==> config.mk <==
export PLATFORM = sky130hd
export DESIGN_NAME = tdp_display_timing
export DESIGN_NICKNAME = d
export VERILOG_FILES = /design/src/hdl/tdp_pkg.sv /design/src/hdl/tdp_sync_if.sv /design/src/hdl/tdp_sync_in.sv /design/src/hdl/tdp_display_timing.sv
export SDC_FILE = /design/constraint.sdc
export NUM_CORES = 1
export LEC_CHECK = 0
export ABC_AREA = 0
export BUFFER_PORTS_ARGS = -buffer_cell sky130_fd_sc_hd__buf_4
export CAP_MARGIN = 20
export CORE_MARGIN = 2
export CORE_UTILIZATION = 50
export DETAILED_ROUTE_END_ITERATION = 12
export PLACE_DENSITY = 0.73
export RECOVER_POWER = 50
export SLEW_MARGIN = 25
export SYNTH_ARGS = -nofsm -noshare
export SYNTH_HDL_FRONTEND = slang
export SYNTH_SLANG_ARGS = --single-unit
==> constraint.sdc <==
create_clock -name ref_clk_i -period 2.58 [get_ports ref_clk_i]
set_input_delay 0.516 -clock ref_clk_i [delete_from_list [all_inputs] [get_ports ref_clk_i]]
set_output_delay 0.516 -clock ref_clk_i [all_outputs]
set_load 0.01 [all_outputs]
==> src/hdl/tdp_pkg.sv <==
// Notes on behaviour
// - Height doubling makes half the rows fill display
// - Double-height characters become quadruple height when doubling
// - Enlarge shows rows 0-11, or 12-24 when selected
// - Last-row-only blanks text rows 0 to 23
// - Prompt row 24 from extension row 0
// - Link control bit 3 reverts to basic row 24
// - Polarity bit 0 positive, 1 negative active pulse
// - Horizontal timing restarts on every active (leading) line sync edge
// - Default window starts 17.2 us, lasts 40 us
// - Vertical restarts per field sync, 250 lines shown
// - Field sync early in line even/low, late odd/high
// - Parity decision consistent even at line boundaries
// - Force-low bit holds de-interlace output at zero
// - Auto mode forces output low while video shown
// - Parity invert swaps field interpretation, may delay line
// - Parity invert never changes de-interlace output
// - Offset select gives 17.2/16.2/15.2/14.2 us start
// - Vertical select picks first line per 625/525 table
// - Other field starts on the equivalent line
package tdp_pkg;

    // ----------------------------------------------------------------
    // Register map
    // ----------------------------------------------------------------
    localparam logic [7:0] ADDR_CTRL_A  = 8'h00;
    localparam logic [7:0] ADDR_SYNC    = 8'h04;
    localparam logic [7:0] ADDR_CTRL_B  = 8'h08;
    localparam logic [7:0] ADDR_POS     = 8'h0C;
    localparam logic [7:0] ADDR_STATUS  = 8'h10;

    localparam int A_ROW_ONLY  = 0;
    localparam int A_PROMPT    = 1;
    localparam int A_FRM_DIS   = 2;
    localparam int A_FRM_AUTO  = 3;
    localparam int S_HPOL      = 0;
    localparam int S_VPOL      = 1;
    localparam int S_FLD_POL   = 2;
    localparam int B_DBL       = 0;
    localparam int B_LOWER     = 1;
    localparam int P_HOFS      = 0;
    localparam int P_VSEL      = 2;

    localparam logic [3:0] CTRL_A_RST = 4'h0;
    localparam logic [2:0] SYNC_RST   = 3'h0;
    localparam logic [1:0] CTRL_B_RST = 2'h0;
    localparam logic [4:0] POS_RST    = 5'h00;

    // ----------------------------------------------------------------
    // Timing
    // ----------------------------------------------------------------
    localparam int CLK_PERIOD_PS = 25000;
    localparam int HSTART0_NS    = 17200;
    localparam int HSTART1_NS    = 16200;
    localparam int HSTART2_NS    = 15200;
    localparam int HSTART3_NS    = 14200;
    localparam int HWIDTH_NS     = 40000;
    localparam int HSTART0_CYC   = (HSTART0_NS * 1000 + CLK_PERIOD_PS - 1) / CLK_PERIOD_PS;
    localparam int HSTART1_CYC   = (HSTART1_NS * 1000 + CLK_PERIOD_PS - 1) / CLK_PERIOD_PS;
    localparam int HSTART2_CYC   = (HSTART2_NS * 1000 + CLK_PERIOD_PS - 1) / CLK_PERIOD_PS;
    localparam int HSTART3_CYC   = (HSTART3_NS * 1000 + CLK_PERIOD_PS - 1) / CLK_PERIOD_PS;
    localparam int HWIDTH_CYC    = (HWIDTH_NS * 1000 + CLK_PERIOD_PS - 1) / CLK_PERIOD_PS;

    localparam int VDISP_LINES   = 250;
    localparam int LINES_625_MIN = 288;
    localparam int ROW_LINES     = 10;
    localparam int ROWS_UPPER    = 12;
    localparam int LAST_ROW      = 24;

    localparam int FIRST_625 [8] = '{42, 44, 46, 48, 34, 36, 38, 40};
    localparam int FIRST_525 [8] = '{28, 30, 32, 34, 20, 22, 24, 26};

endpackage

==> src/hdl/tdp_sync_if.sv <==
`timescale 1ns/1ps
`default_nettype none
// Conditioned sync events, index 0 line sync, index 1 field sync
interface tdp_sync_if;
    logic [1:0] pol;
    logic [1:0] act_edge;
    modport cond (input pol, output act_edge);
    modport user (output pol, input act_edge);
endinterface
`default_nettype wire

==> src/hdl/tdp_sync_in.sv <==
`timescale 1ns/1ps
`default_nettype none
module tdp_sync_in
(
    // Clock and reset
    input  wire logic       ref_clk_i,
    input  wire logic       rst_i,
    // Sync pins
    input  wire logic [1:0] sync_pin_i,
    // Conditioned events
    tdp_sync_if.cond        sb
);
    import tdp_pkg::*;

    logic [1:0] meta_r;
    logic [1:0] sync_r;
    logic [1:0] lvl_prev_r;
    logic [1:0] lvl;

    // ----------------------------------------------------------------
    // Two-stage synchroniser per pin
    // ----------------------------------------------------------------
    always_ff @(posedge ref_clk_i)
    begin
        if (rst_i)
        begin
            meta_r <= 2'h0;
            sync_r <= 2'h0;
        end
        else
        begin
            meta_r <= sync_pin_i;
            sync_r <= meta_r;
        end
    end

    // ----------------------------------------------------------------
    // Polarity and leading edge
    // ----------------------------------------------------------------
    genvar g;
    generate
        for (g = 0; g < 2; g++)
        begin : g_ch
            assign lvl[g]         = sync_r[g] ^ sb.pol[g];
            assign sb.act_edge[g] = lvl[g] & ~lvl_prev_r[g];
        end
    endgenerate

    always_ff @(posedge ref_clk_i)
    begin
        if (rst_i)
            lvl_prev_r <= 2'h3;
        else
            lvl_prev_r <= lvl;
    end

    property p_edge_pol;
        @(posedge ref_clk_i) disable iff (rst_i)
        (sb.pol[0] ? $fell(sync_r[0]) : $rose(sync_r[0])) && $stable(sb.pol[0]) |-> sb.act_edge[0];
    endproperty
    a_edge_pol: assert property (p_edge_pol) else $error("active line sync edge not detected");

endmodule
`default_nettype wire

==> src/hdl/tdp_display_timing.sv <==
`timescale 1ns/1ps
`default_nettype none
module tdp_display_timing
(
    // Clock and reset
    input  wire logic        ref_clk_i,
    input  wire logic        rst_i,
    // APB slave
    input  wire logic        psel_i,
    input  wire logic        penable_i,
    input  wire logic        pwrite_i,
    input  wire logic [7:0]  paddr_i,
    input  wire logic [31:0] pwdata_i,
    output logic [31:0]      prdata_o,
    output logic             pready_o,
    output logic             pslverr_o,
    // Scan sync pins
    input  wire logic        hsync_i,
    input  wire logic        vsync_i,
    // Display context
    input  wire logic        video_on_i,
    input  wire logic        dh_attr_i,
    input  wire logic        link_bit3_i,
    // Display outputs
    output logic             display_en_o,
    output logic [4:0]       text_row_o,
    output logic             row_from_ext_o,
    output logic             row_blank_o,
    output logic [2:0]       height_scale_o,
    output logic             frame_o
);
    import tdp_pkg::*;

    // ----------------------------------------------------------------
    // Registers and sync conditioning
    // ----------------------------------------------------------------
    logic [3:0]  ctrl_a_r;
    logic [2:0]  sync_cfg_r;
    logic [1:0]  ctrl_b_r;
    logic [4:0]  pos_r;
    logic [31:0] prdata_r;
    logic        pslverr_r;
    logic [11:0] hcnt_r;
    logic [11:0] line_len_r;
    logic [9:0]  vline_r;
    logic        is_625_r;
    logic        parity_r;
    logic [4:0]  row_r;
    logic [4:0]  lir_r;
    logic        h_edge;
    logic        v_edge;
    logic        field_odd;
    logic [9:0]  v_start;
    logic [11:0] h_start;
    logic        h_act;
    logic        v_act;
    logic [5:0]  disp_row;
    logic        row_vis;
    logic [4:0]  row_len;

    tdp_sync_if sb ();

    assign sb.pol = {sync_cfg_r[S_VPOL], sync_cfg_r[S_HPOL]};
    assign h_edge = sb.act_edge[0];
    assign v_edge = sb.act_edge[1];

    tdp_sync_in u_sync
    (
        .ref_clk_i  (ref_clk_i),
        .rst_i      (rst_i),
        .sync_pin_i ({vsync_i, hsync_i}),
        .sb         (sb)
    );

    // ----------------------------------------------------------------
    // Decoders
    // ----------------------------------------------------------------
    function automatic logic [11:0] hstart_of(input logic [1:0] sel);
        logic [11:0] r;
        unique case (sel)
            2'h0: r = 12'(HSTART0_CYC);
            2'h1: r = 12'(HSTART1_CYC);
            2'h2: r = 12'(HSTART2_CYC);
            2'h3: r = 12'(HSTART3_CYC);
        endcase
        return r;
    endfunction

    function automatic logic [9:0] first_of(input logic is625, input logic [2:0] sel);
        return is625 ? 10'(FIRST_625[sel]) : 10'(FIRST_525[sel]);
    endfunction

    // ----------------------------------------------------------------
    // APB slave, zero wait states
    // ----------------------------------------------------------------
    wire apb_setup = psel_i & ~penable_i;
    wire apb_wr    = psel_i & penable_i & pwrite_i;

    assign pready_o  = 1'b1;
    assign prdata_o  = prdata_r;
    assign pslverr_o = pslverr_r & psel_i & penable_i;

    always_ff @(posedge ref_clk_i)
    begin
        if (rst_i)
        begin
            ctrl_a_r   <= CTRL_A_RST;
            sync_cfg_r <= SYNC_RST;
            ctrl_b_r   <= CTRL_B_RST;
            pos_r      <= POS_RST;
        end
        else if (apb_wr)
        begin
            unique case (paddr_i)
                ADDR_CTRL_A: ctrl_a_r   <= pwdata_i[3:0];
                ADDR_SYNC:   sync_cfg_r <= pwdata_i[2:0];
                ADDR_CTRL_B: ctrl_b_r   <= pwdata_i[1:0];
                ADDR_POS:    pos_r      <= pwdata_i[4:0];
                default:     ;
            endcase
        end
    end

    always_ff @(posedge ref_clk_i)
    begin
        if (rst_i)
        begin
            prdata_r  <= 32'h0000_0000;
            pslverr_r <= 1'b0;
        end
        else if (apb_setup)
        begin
            pslverr_r <= 1'b0;
            unique case (paddr_i)
                ADDR_CTRL_A: prdata_r <= {28'h0, ctrl_a_r};
                ADDR_SYNC:   prdata_r <= {29'h0, sync_cfg_r};
                ADDR_CTRL_B: prdata_r <= {30'h0, ctrl_b_r};
                ADDR_POS:    prdata_r <= {27'h0, pos_r};
                ADDR_STATUS: prdata_r <= {14'h0, row_r, field_odd, parity_r, is_625_r, vline_r};
                default:
                begin
                    prdata_r  <= 32'h0000_0000;
                    pslverr_r <= 1'b1;
                end
            endcase
        end
    end

    // ----------------------------------------------------------------
    // Horizontal timing
    // ----------------------------------------------------------------
    always_ff @(posedge ref_clk_i)
    begin
        if (rst_i)
            hcnt_r <= 12'h000;
        else if (h_edge)
            hcnt_r <= 12'h000;
        else if (hcnt_r != 12'hFFF)
            hcnt_r <= hcnt_r + 12'h001;
    end

    always_ff @(posedge ref_clk_i)
    begin
        if (rst_i)
            line_len_r <= 12'h000;
        else if (h_edge)
            line_len_r <= hcnt_r;
    end

    assign h_start = hstart_of(pos_r[P_HOFS +: 2]);
    assign h_act   = (hcnt_r >= h_start) && (hcnt_r < h_start + 12'(HWIDTH_CYC));

    // ----------------------------------------------------------------
    // Vertical timing and standard detection
    // ----------------------------------------------------------------
    always_ff @(posedge ref_clk_i)
    begin
        if (rst_i)
            vline_r <= 10'h000;
        else if (v_edge)
            vline_r <= 10'h000;
        else if (h_edge && vline_r != 10'h3FF)
            vline_r <= vline_r + 10'h001;
    end

    always_ff @(posedge ref_clk_i)
    begin
        if (rst_i)
            is_625_r <= 1'b1;
        else if (v_edge)
            is_625_r <= (vline_r >= 10'(LINES_625_MIN));
    end

    // Edge on the half-line point counts as second half
    always_ff @(posedge ref_clk_i)
    begin
        if (rst_i)
            parity_r <= 1'b0;
        else if (v_edge)
            parity_r <= (hcnt_r >= {1'b0, line_len_r[11:1]});
    end

    assign field_odd = parity_r ^ sync_cfg_r[S_FLD_POL];
    assign v_start   = first_of(is_625_r, pos_r[P_VSEL +: 3]) + {9'h000, field_odd};
    assign v_act     = (vline_r >= v_start) && (vline_r < v_start + 10'(VDISP_LINES));

    // ----------------------------------------------------------------
    // Text rows
    // ----------------------------------------------------------------
    assign row_len = ctrl_b_r[B_DBL] ? 5'(2 * ROW_LINES) : 5'(ROW_LINES);

    always_ff @(posedge ref_clk_i)
    begin
        if (rst_i)
        begin
            row_r <= 5'h00;
            lir_r <= 5'h00;
        end
        else if (h_edge)
        begin
            if (vline_r + 10'h001 == v_start)
            begin
                row_r <= 5'h00;
                lir_r <= 5'h00;
            end
            else if (lir_r >= row_len - 5'h01)
            begin
                lir_r <= 5'h00;
                if (row_r != 5'h1F)
                    row_r <= row_r + 5'h01;
            end
            else
                lir_r <= lir_r + 5'h01;
        end
    end

    assign disp_row = {1'b0, row_r}
                    + ((ctrl_b_r[B_DBL] && ctrl_b_r[B_LOWER]) ? 6'(ROWS_UPPER) : 6'h00);
    assign row_vis  = (disp_row <= 6'(LAST_ROW))
                    && !(ctrl_b_r[B_DBL] && !ctrl_b_r[B_LOWER] && disp_row >= 6'(ROWS_UPPER));

    // ----------------------------------------------------------------
    // Output registers
    // ----------------------------------------------------------------
    always_ff @(posedge ref_clk_i)
    begin
        if (rst_i)
        begin
            display_en_o   <= 1'b0;
            text_row_o     <= 5'h00;
            row_from_ext_o <= 1'b0;
            row_blank_o    <= 1'b1;
            height_scale_o <= 3'h1;
        end
        else
        begin
            display_en_o   <= h_act && v_act && row_vis;
            row_blank_o    <= !row_vis || (ctrl_a_r[A_ROW_ONLY] && disp_row < 6'(LAST_ROW));
            if (ctrl_a_r[A_PROMPT] && disp_row == 6'(LAST_ROW) && !link_bit3_i)
            begin
                row_from_ext_o <= 1'b1;
                text_row_o     <= 5'h00;
            end
            else
            begin
                row_from_ext_o <= 1'b0;
                text_row_o     <= disp_row[4:0];
            end
            unique case ({ctrl_b_r[B_DBL], dh_attr_i})
                2'b00:   height_scale_o <= 3'h1;
                2'b01:   height_scale_o <= 3'h2;
                2'b10:   height_scale_o <= 3'h2;
                2'b11:   height_scale_o <= 3'h4;
            endcase
        end
    end

    // Field-parity invert deliberately not used here
    always_ff @(posedge ref_clk_i)
    begin
        if (rst_i)
            frame_o <= 1'b0;
        else if (ctrl_a_r[A_FRM_DIS])
            frame_o <= 1'b0;
        else if (ctrl_a_r[A_FRM_AUTO] && video_on_i)
            frame_o <= 1'b0;
        else
            frame_o <= parity_r;
    end

    // ----------------------------------------------------------------
    // Checks
    // ----------------------------------------------------------------
    property p_frame_dis;
        @(posedge ref_clk_i) disable iff (rst_i)
        ctrl_a_r[A_FRM_DIS] |=> !frame_o;
    endproperty
    a_frame_dis: assert property (p_frame_dis) else $error("frame not held low when disabled");

    property p_frame_auto;
        @(posedge ref_clk_i) disable iff (rst_i)
        ctrl_a_r[A_FRM_AUTO] && video_on_i |=> !frame_o;
    endproperty
    a_frame_auto: assert property (p_frame_auto) else $error("frame active while video shown");

    property p_frame_odd;
        @(posedge ref_clk_i) disable iff (rst_i)
        v_edge && hcnt_r >= {1'b0, line_len_r[11:1]} ##1 (ctrl_a_r[1:0] == 2'h0 && !ctrl_a_r[A_FRM_DIS]
            && !ctrl_a_r[A_FRM_AUTO] && !v_edge) |=> frame_o;
    endproperty
    a_frame_odd: assert property (p_frame_odd) else $error("late field sync did not give high frame");

    property p_hresync;
        @(posedge ref_clk_i) disable iff (rst_i)
        h_edge |=> hcnt_r == 12'h000 ##1 hcnt_r == 12'h001;
    endproperty
    a_hresync: assert property (p_hresync) else $error("line counter not restarted by line sync");

    property p_hstart;
        @(posedge ref_clk_i) disable iff (rst_i)
        $rose(h_act) && $stable(pos_r) |-> hcnt_r == hstart_of(pos_r[P_HOFS +: 2]) && $past(hcnt_r) + 12'h001 == hcnt_r;
    endproperty
    a_hstart: assert property (p_hstart) else $error("window start at wrong clock count");

    property p_vresync;
        @(posedge ref_clk_i) disable iff (rst_i)
        v_edge |=> vline_r == 10'h000;
    endproperty
    a_vresync: assert property (p_vresync) else $error("field counter not restarted");

    property p_std;
        @(posedge ref_clk_i) disable iff (rst_i)
        v_edge && vline_r < 10'(LINES_625_MIN) |=> !is_625_r;
    endproperty
    a_std: assert property (p_std) else $error("short field not taken as 525-line");

    property p_row_only;
        @(posedge ref_clk_i) disable iff (rst_i)
        ctrl_a_r[A_ROW_ONLY] && disp_row < 6'(LAST_ROW) |=> row_blank_o;
    endproperty
    a_row_only: assert property (p_row_only) else $error("row shown in last-row-only mode");

    property p_prompt_fallback;
        @(posedge ref_clk_i) disable iff (rst_i)
        link_bit3_i |=> !row_from_ext_o;
    endproperty
    a_prompt_fallback: assert property (p_prompt_fallback) else $error("extension row used despite link bit");

    property p_quad;
        @(posedge ref_clk_i) disable iff (rst_i)
        ctrl_b_r[B_DBL] && dh_attr_i |=> height_scale_o == 3'h4;
    endproperty
    a_quad: assert property (p_quad) else $error("double height not made quadruple");

endmodule
`default_nettype wire

Word-level counts from Yosys, hierarchy flattened
Memories as Yosys holds them, arrays and structs flattened. Index checks and enable logic that the tools add are counted. Widths: inputs -> output; s select.

Register bits after elaboration: 111. ROM bits: 512. Output and inout bits: 46. Memories kept: 2.

Add/subtract/negate cells: 9. $lt $le $gt $ge: 11. Equality and inequality tests: 15. Mux-type cells: 17. Bitwise gates (word level): 14. Reduce and logical (&&, ||, !) cells: 34.

Memory list: (name not given) (depth 8, bits a word 32, read ports 1, clocked after Yosys merged registers in 0, write ports 0, line tdp_display_timing.sv:90) `return is625 ? 10'(FIRST_625[sel]) : 10'(FIRST_525[sel]);`; (name not given) (depth 8, bits a word 32, read ports 1, clocked after Yosys merged registers in 0, write ports 0, line tdp_display_timing.sv:90).

Operator list (number): $pmux 18 s5 (1); $mux 10 (5); $pmux 12 s4 (1); $mux 5 (6); $eq 8x4->1 const B (2); $logic_and 1x1->1 (13); $add 12x1->12 const B (1); $add 12x11->12 const B (1); $ge 12x11->1 (1); $ge 12x12->1 (1); $lt 12x12->1 (1); $ne 12x12->1 const B (1); $add 10x1->10 (1); $add 10x1->10 const B (1); $add 10x8->10 const B (1); $add 5x1->5 const B (2); $eq 10x10->1 (1); $ge 10x10->1 (1); $ge 10x9->1 const B (1); $lt 10x10->1 (1); $ne 10x10->1 const B (1); $pmux 3 s3 (1); $eq 2x2->1 const B (4); $eq 8x3->1 const B (1); other kinds (27) (50).

Logic depth before layout (Yosys ltp)
Gate-level depths: netlist (run 1).

Depth in word-level cells: 11. Gate-level depth with buffers: 12.

Modules after synthesis
From an unflattened synthesis (run 1), not the netlist that was laid out.

Cell total of the unflattened synthesis: 622. Area total of the unflattened synthesis: 5388.9 um^2.

Modules (own cells, without submodules): tdp_display_timing (instances 1, cells each 606, area an instance 5206.2 um^2); tdp_sync_in (instances 1, cells each 16, area an instance 182.7 um^2).

Least setup slack after synthesis (run 1)
OpenSTA, ideal clock, no wires.

Path kind: reg-to-reg. From: register vline_r[1]. To: register row_r[0]. Data arrival time: 2.162 ns. Data required time: 2.459 ns. Setup slack: 0.297 ns. Stages on the path, launching flop included: 10. Buffers on the path: 1. Cells stage by stage: dfxtp_1 > ha_1 > and4_1 > buf_6 > a211o_1 > a221oi_2 > nand3_2 > o21bai_4 > o21ai_2 > mux2_4.

Word-level cells in the longest chain between the ends: 4.

RTL lines: start, declared (line tdp_display_timing.sv:45) `logic [9:0] vline_r;`; start signal, assigned (line tdp_display_timing.sv:183) `vline_r <= vline_r + 10'h001;`; $add 10x1->10 (*) (line tdp_display_timing.sv:221) `if (vline_r + 10'h001 == v_start)`; $eq 10x10->1 (*) (line tdp_display_timing.sv:221); $reduce_bool 2->1 (no source line); $reduce_and 3->1 (no source line); end signal, assigned (line tdp_display_timing.sv:230) `row_r <= row_r + 5'h01;`; end, declared (line tdp_display_timing.sv:48) `logic [4:0] row_r;`.

Mark *: on every way between the ends. The rest lies on a longest branch, timed or not. A chain may end at the register's enable or synchronous reset.

Worst setup path after layout (run 1)
From: register ctrl_b_r[1]. To: register display_en_o.

Word-level cells in the longest chain between the ends: 8.

RTL lines: start, declared (line tdp_display_timing.sv:39) `logic [1:0] ctrl_b_r;`; start signal, assigned (line tdp_display_timing.sv:117) `ADDR_CTRL_B: ctrl_b_r <= pwdata_i[1:0];`; $logic_and 1x1->1 (line tdp_display_timing.sv:238) `+ ((ctrl_b_r[B_DBL] && ctrl_b_r[B_LOWER]) ? 6'(ROWS_UPPER) : 6'h00);`; $mux 4 (line tdp_display_timing.sv:238); $add 5x4->6 (line tdp_display_timing.sv:238); $ge 6x4->1 (line tdp_display_timing.sv:240) `&& !(ctrl_b_r[B_DBL] && !ctrl_b_r[B_LOWER] && disp_row >= 6'(ROWS_UPPER));`; $logic_and 1x1->1 (line tdp_display_timing.sv:240); $logic_not 1->1 (line tdp_display_timing.sv:240); $logic_and 1x1->1 (*) (line tdp_display_timing.sv:240); $logic_and 1x1->1 (*) (line tdp_display_timing.sv:257) `display_en_o <= h_act && v_act && row_vis;`; end signal, assigned (line tdp_display_timing.sv:257); end, declared (line tdp_display_timing.sv:25) `output logic display_en_o,`.

Marks and branches as above.

==> results of run 1 <==
## metrics by stage
| stage | util [%] | setup TNS [ns] | setup WS (ns) | power, µW | hold WS [ns] |
|---|---|---|---|---|---|
| 2_1_floorplan | - | 0 | 0.297 | 1680 | 0.414 |
| 3_3_place_gp | 57.0 | 0 | 0.162 | 1730 | 0.419 |
| 3_5_place_dp | 57.0 | 0 | 0.141 | 1740 | 0.427 |
| 4_1_cts | 58.9 | 0 | 0.112 | 2770 | 0.302 |
| 5_1_grt | 58.0 | -0.0364 | -0.0298 | 2860 | 0.296 |
| 6_report | 58.0 | 0 | 0.147 | 2740 | 0.312 |
## routing by layer
layer  GRT usage, %  part of all wire [%]
met5              0                     0
met4           6.87                   1.4
met3           5.69                   4.9
met2           35.8                    48
met1           26.6                    45
## power breakdown
part | internal, µW | switching (µW)
registers | 1500 | 12.7
clock network | 466 | 572
logic | 79.0 | 119
total | 2040 | 703
## cell families (layout without fill, tap and decap cells)
group	Yosys count	in the layout	synth area share, %
AND/OR/NAND/NOR	223	223	20.5
AO/OA/AOI/OAI	112	112	14.3
flip-flops	96	96	35.9
buffers and inverters	80	127	6.96
adder cells (fa/ha/maj)	55	55	13.0
XOR/XNOR	29	29	4.74
multiplexers	21	21	4.51
other	2	18	0.140
## final cells by class
cell class	count	share of cell area, %
tap	136	2.83
clock inverter	6	1.29
multi-input combinational	458	52.2
inverter	36	2.25
sequential	96	32.0
timing repair buffer	75	7.32
clock buffer	10	2.12
## flip-flops by register name, summed over array words and instances (netlist names), 2 cells and up
name,count
height_scale_o,3
ctrl_a_r,4
text_row_o,5
hcnt_r,12
vline_r,10
line_len_r,11
row_r,5
prdata_o,18
u_sync.meta_r,2
lir_r,5
u_sync.sync_r,2
pos_r,5
ctrl_b_r,2
sync_cfg_r,3
u_sync.lvl_prev_r,2
## placed cells by master, fill, tap and decap left out, types with 6 or more instances in the layout
cell type,Yosys,routed
clkbuf_1,25,37
and3_1,8,8
xnor2_1,16,15
inv_1,36,36
xor2_1,13,13
nor3_1,9,9
nand4_1,16,16
nand2_1,44,44
a21oi_1,30,30
conb_1,2,18
o21ai_0,17,17
nand2b_1,15,15
clkbuf_8,0,9
nor4_1,8,8
nor2_1,69,69
and2_1,7,6
buf_4,15,38
a22oi_1,19,19
dfxtp_1,96,94
a211o_1,6,6
mux2i_1,17,17
nor2b_1,12,12
nand3_1,18,18
ha_1,54,54
a21o_1,10,10
## worst max path at each step
stage	cells past startpoint	from	end	slack (ns)
after floorplan	9	vline_r[1]$_SDFFE_PP0P_	row_r[0]$_SDFFE_PP0P_	0.30
after global placement	12	pos_r[3]$_SDFFE_PP0P_	display_en_o$_SDFF_PP0_	0.16
after detailed placement	10	pos_r[4]$_SDFFE_PP0P_	row_r[0]$_SDFFE_PP0P_	0.14
after CTS	10	pos_r[4]$_SDFFE_PP0P_	row_r[0]$_SDFFE_PP0P_	0.11
after global routing	9	ctrl_b_r[1]$_SDFFE_PP0P_	display_en_o$_SDFF_PP0_	-0.03
final	10	ctrl_b_r[1]$_SDFFE_PP0P_	display_en_o$_SDFF_PP0_	0.15
## timing repair
action,CTS,global route
setup buffers,0,1
endpoints found under the hold margin,0,0
gates resized for setup,0,4
setup endpoints to repair,0,6
==> impl_metrics.yaml, run 1 <==
setup_path:
  r2r-end: "display_en_o$_SDFF_PP0_"
  worst_r2r_path_depth: 10
  critPathRequiredTime_ns: 2.86
  cp-end-kind: "register"
  worstReg2RegStart: "ctrl_b_r[1]$_SDFFE_PP0P_"
  crit_type: "reg -> reg"
  worst-r2r-setup-slack_ns: 0.15
  max_stage_delay_ns: 0.38
  cp_slowest_cell: "fa_1"
  crit_family: "simple AND/OR/NAND/NOR gates"
  startpoint_type: "register"
  crit_top_cell: "nor4_1"
  crit_arrival_ns: 2.71
  cp.buffers_inverters: 0
  path_max_fanout: 5
  path_cells: "and2_1, ha_1, fa_1, xor2_1, a21oi_1, or3_1, nand3_1, nor4_1, o21ai_0, nor4_1"
final_layout:
  multi_input_area_um2: 3140
  finish.instance_area_um2: 6010
  num_antenna_cells: 0
  drive_gt1_share_pct: 11.3
  regArea_um2: 1920
  fin_cells: 817
  fin_nets: 781
  layout-area-overhead-vs-synth_pct: 12.2
  fillCellCount: 956
clocking:
  h-tree-depth: 3
  hold_buffers: 0
  clk_path_buf_depth: 2
  cts-buffers-inserted: 9
  cts_tree: "built"
  cts_sinks: 96
  clock_latency_ns: 0.38
  clkTransAtPathRegs_ns: 0.10
  cts-root-buf: "clkbuf_8"
detailed_routing:
  drc: 0
  vias_per_cell: 5.34
  firstDrtPassIters: 5
  postRouteAntennaNets: 0
  num_vias: 4365
  drt-wirelength-per-cell_um: 14.7
  finalWirelength_um: 12000
  drt_iter0_markers: 144
synthesis:
  synth_cell_types: 55
  synth_edf_count: 0
  synthTopCellsByArea: "dfxtp_1 36%, ha_1 13%, nor2_1 4.8%"
  syn_area_um2: 5360
  yosysMostFrequentCell: "dfxtp_1"
  ys.flop_type: "dfxtp_1"
  syn_inst: 618
  async_flop_share_pct: 0
  ys_seq_area_share_pct: 35.9
  syn_avg_cell_area_um2: 8.67
  synth-seq-cells: 96
  yosys_warnings: 0
  ys_top_cells_by_count: "96 x dfxtp_1, 69 x nor2_1, 54 x ha_1"
  synth.top_cell.area_share_pct: 35.9
  yosysTopAreaCell: "dfxtp_1"
job:
  drv_cap: 0
pwr:
  p_leak_uw: 0.00252
  power_density_nw_per_um2: 456
  ir_worst_vdd_mv: 0.284
timing:
  fin_skew_ns: 0.00963
  drv_slew: 0
  fin_crit_sh_pct: 94.3
  worst_pin_slew_ns: 0.701
  maxSlewHeadroom_pct: 53.1
  hold_violations: 0
  period_needed_ns: 2.43
  max_freq_mhz: 411
  setup_violations: 0
  rsz0062_at_grt: "true"
floorplanning:
  start_util_pct: 51.7
  dieWidth_um: 108
  dieArea_um2: 11600
  die_y_um: 108
  core_area_um2: 10400
  num_io_pins: 96
  fp-row-count: 37
place:
  place_area_um2: 5910
  portBuffers: 53
  hpwlAfterDp_um: 9000
  dp.cells: 800
  gp_congestion: 0.906
grt:
  grt_pass1_vias: 4223
  antenna_found_initial: 0
  grt_pass1_wl_um: 19700
  overflow: 0
  grtUsageTotal_pct: 21.3
  grt_max_degree: 37
hold_path:
  min_path_cells: 2
  hp-start: "video_on_i"
  hold_end: "frame_o$_SDFF_PP0_"
  hold_class: "in -> reg"
run_status:
  outcome: "finished, final reports clean"
No activity file was read; power rests on OpenSTA's default activity.
==> run 2: changes to the inputs <==
--- a/config.mk
+++ b/config.mk
@@ -8,9 +8,11 @@
 export ABC_AREA = 0
 export BUFFER_PORTS_ARGS = -buffer_cell sky130_fd_sc_hd__buf_4
 export CAP_MARGIN = 20
+export CORE_ASPECT_RATIO = 1.2
 export CORE_MARGIN = 2
 export CORE_UTILIZATION = 50
 export DETAILED_ROUTE_END_ITERATION = 12
+export HOLD_SLACK_MARGIN = 0.03
 export PLACE_DENSITY = 0.73
 export RECOVER_POWER = 50
 export SLEW_MARGIN = 25
==> constraint.sdc (replaced) <==
create_clock -name ref_clk_i -period 2.7 [get_ports ref_clk_i]
set_input_delay 0.54 -clock ref_clk_i [delete_from_list [all_inputs] [get_ports ref_clk_i]]
set_output_delay 0.54 -clock ref_clk_i [all_outputs]
set_load 0.01 [all_outputs]
==> run 2 against run 1 <==
  * Design area rose by 1.0%
  * Utilization rose by 0.071 points
  * Clock-buffer cell count did not move
  * Critical endpoint unchanged
==> impl_metrics.yaml, run 2 (synthesis results as in run 1) <==
run_status:
  outcome: "finished, final reports clean"
detailed_routing:
  vias_per_cell: 5.49
  wl_met2_um: 5840
  finalWirelength_um: 12100
  route.met3.wl_um: 383
  drc: 0
  top_layer: "met4"
  met1_length_um: 5420
  postRouteAntennaNets: 0
  num_vias: 4435
  drt-wirelength-per-cell_um: 14.9
  drt_iter0_markers: 178
  firstDrtPassIters: 5
grt:
  grt_max_degree: 36
  grt_pass1_wl_um: 20200
  antenna_found_initial: 0
  grtUsageTotal_pct: 21.2
  grt_pass1_vias: 4282
  overflow: 0
final_layout:
  finish.instance_area_um2: 6080
  layout-area-overhead-vs-synth_pct: 13.4
  fin_nets: 779
  final_common_cell: "dfxtp_1"
  drive_gt1_share_pct: 11.0
  num_antenna_cells: 0
  largest_reg_flops: 18
  layout_common_cells: "95 x dfxtp_1, 69 x nor2_1, 54 x ha_1"
pwr:
  p_leak_uw: 0.00256
  ir_worst_vdd_mv: 0.294
  power_density_nw_per_um2: 483
timing:
  drv_slew: 0
  fin_skew_ns: 0.00835
  worst_pin_slew_ns: 1.45
  whs_ns: 0.403
  period_needed_ns: 2.45
  hold_violations: 0
  fin_crit_sh_pct: 90.6
  max_freq_mhz: 409
  rsz0062_at_grt: "false"
  tns_ns: 0
  setup_violations: 0
  maxSlewHeadroom_pct: 3.62
floorplanning:
  start_util_pct: 51.2
  dieWidth_um: 98.5
  die_y_um: 117
  num_io_pins: 96
  fp-row-count: 41
  dieArea_um2: 11600
  core_area_um2: 10500
hold_path:
  hp-start: "vsync_i"
  hold_class: "in -> reg"
clocking:
  cts_tree: "built"
  clock_latency_ns: 0.34
  cts-root-buf: "clkbuf_16"
  clk_path_buf_depth: 2
  cts-buffers-inserted: 9
  cts_sinks: 96
  clkTransAtPathRegs_ns: 0.07
  h-tree-depth: 3
place:
  gp_congestion: 0.904
  hpwlAfterDp_um: 9000
  portBuffers: 53
  place_area_um2: 5890
job:
  drv_cap: 0
setup_path:
  path_max_fanout: 6
  path_cells: "and2_1, ha_1, fa_1, xor2_1, a31oi_1, nand3_1, nor4_1, o21ai_0, nor4_1"
  crit_family: "simple AND/OR/NAND/NOR gates"
  cp-end-kind: "register"
  startpoint_type: "register"
  max_stage_delay_ns: 0.38
  worstReg2RegStart: "ctrl_b_r[0]$_SDFFE_PP0P_"
  cp_slowest_cell: "fa_1"
  cp.buffers_inverters: 0
  crit_start: "ctrl_b_r[0]$_SDFFE_PP0P_"
  crit_type: "reg -> reg"
  crit_top_cell: "nor4_1"
  crit_arrival_ns: 2.69
  critPathRequiredTime_ns: 2.94
  worst-r2r-setup-slack_ns: 0.25
[run 2: cell count changes in the layout (fill, tap and decap cells not counted), moves of 3 or more]
cell | before | now
buf_4 | 38 | 41
clkbuf_1 | 37 | 33
clkbuf_8 | 9 | 0
clkbuf_16 | 0 | 9
[run 2: layer usage]
metal  GRT usage (%)  vias to the layer above
li1                -                     2220
met1            26.5                     2108
met2            35.3                       78
met3            3.16                       29
met4            10.6                        0
met5               0                        -
[run 2: worst paths after layout]
kind	cells past startpoint	endpoint
setup reg to reg	9	display_en_o$_SDFF_PP0_
hold / removal	2	u_sync.meta_r[1]$_SDFF_PP0_
setup / recovery	9	display_en_o$_SDFF_PP0_
hold reg to reg	1	u_sync.sync_r[0]$_SDFF_PP0_
[run 2: area by class of cell]
cell class / count / area (µm²)
clock inverters: 6 / 75.1
inverters: 36 / 135
well taps: 129 / 161
fillers: 977 / 4390
repair buffers: 73 / 428
clock buffers: 10 / 229
flip-flops and latches: 96 / 1920
multi-input cells: 458 / 3120
[run 2: worst register-to-register path: stages, from the launching register on]
cell and delay [ns]:
dfxtp_2 0.36, and2_1 0.21, ha_1 0.22, fa_1 0.38, xor2_1 0.20, a31oi_1 0.19, nand3_1 0.19, nor4_1 0.28
o21ai_0 0.14, nor4_1 0.19
[run 2: power breakdown]
part | internal, µW | leakage, µW | switching [µW]
Sequential | 1430 | 0.000777 | 13.2
Clock | 732 | 0.000145 | 575
Combinational | 73.5 | 0.00164 | 112
Total | 2240 | 0.00256 | 701
[run 2: metrics by stage]
step	power, µW	worst slack [ns]	utilization, %	cells
after floorplan	1610	0.417	-	634
after global placement	1660	0.299	56.3	792
after detailed placement	1660	0.203	56.3	792
after CTS	2960	0.178	59.2	808
after global routing	3030	0.0320	58.1	808
final	2940	0.253	58.1	808
[run 2: timing repair]
action,4_1_cts,5_1_grt
hold buffers,0,0
setup buffers,0,0
resized for setup,0,1
setup endpoints to repair,0,1
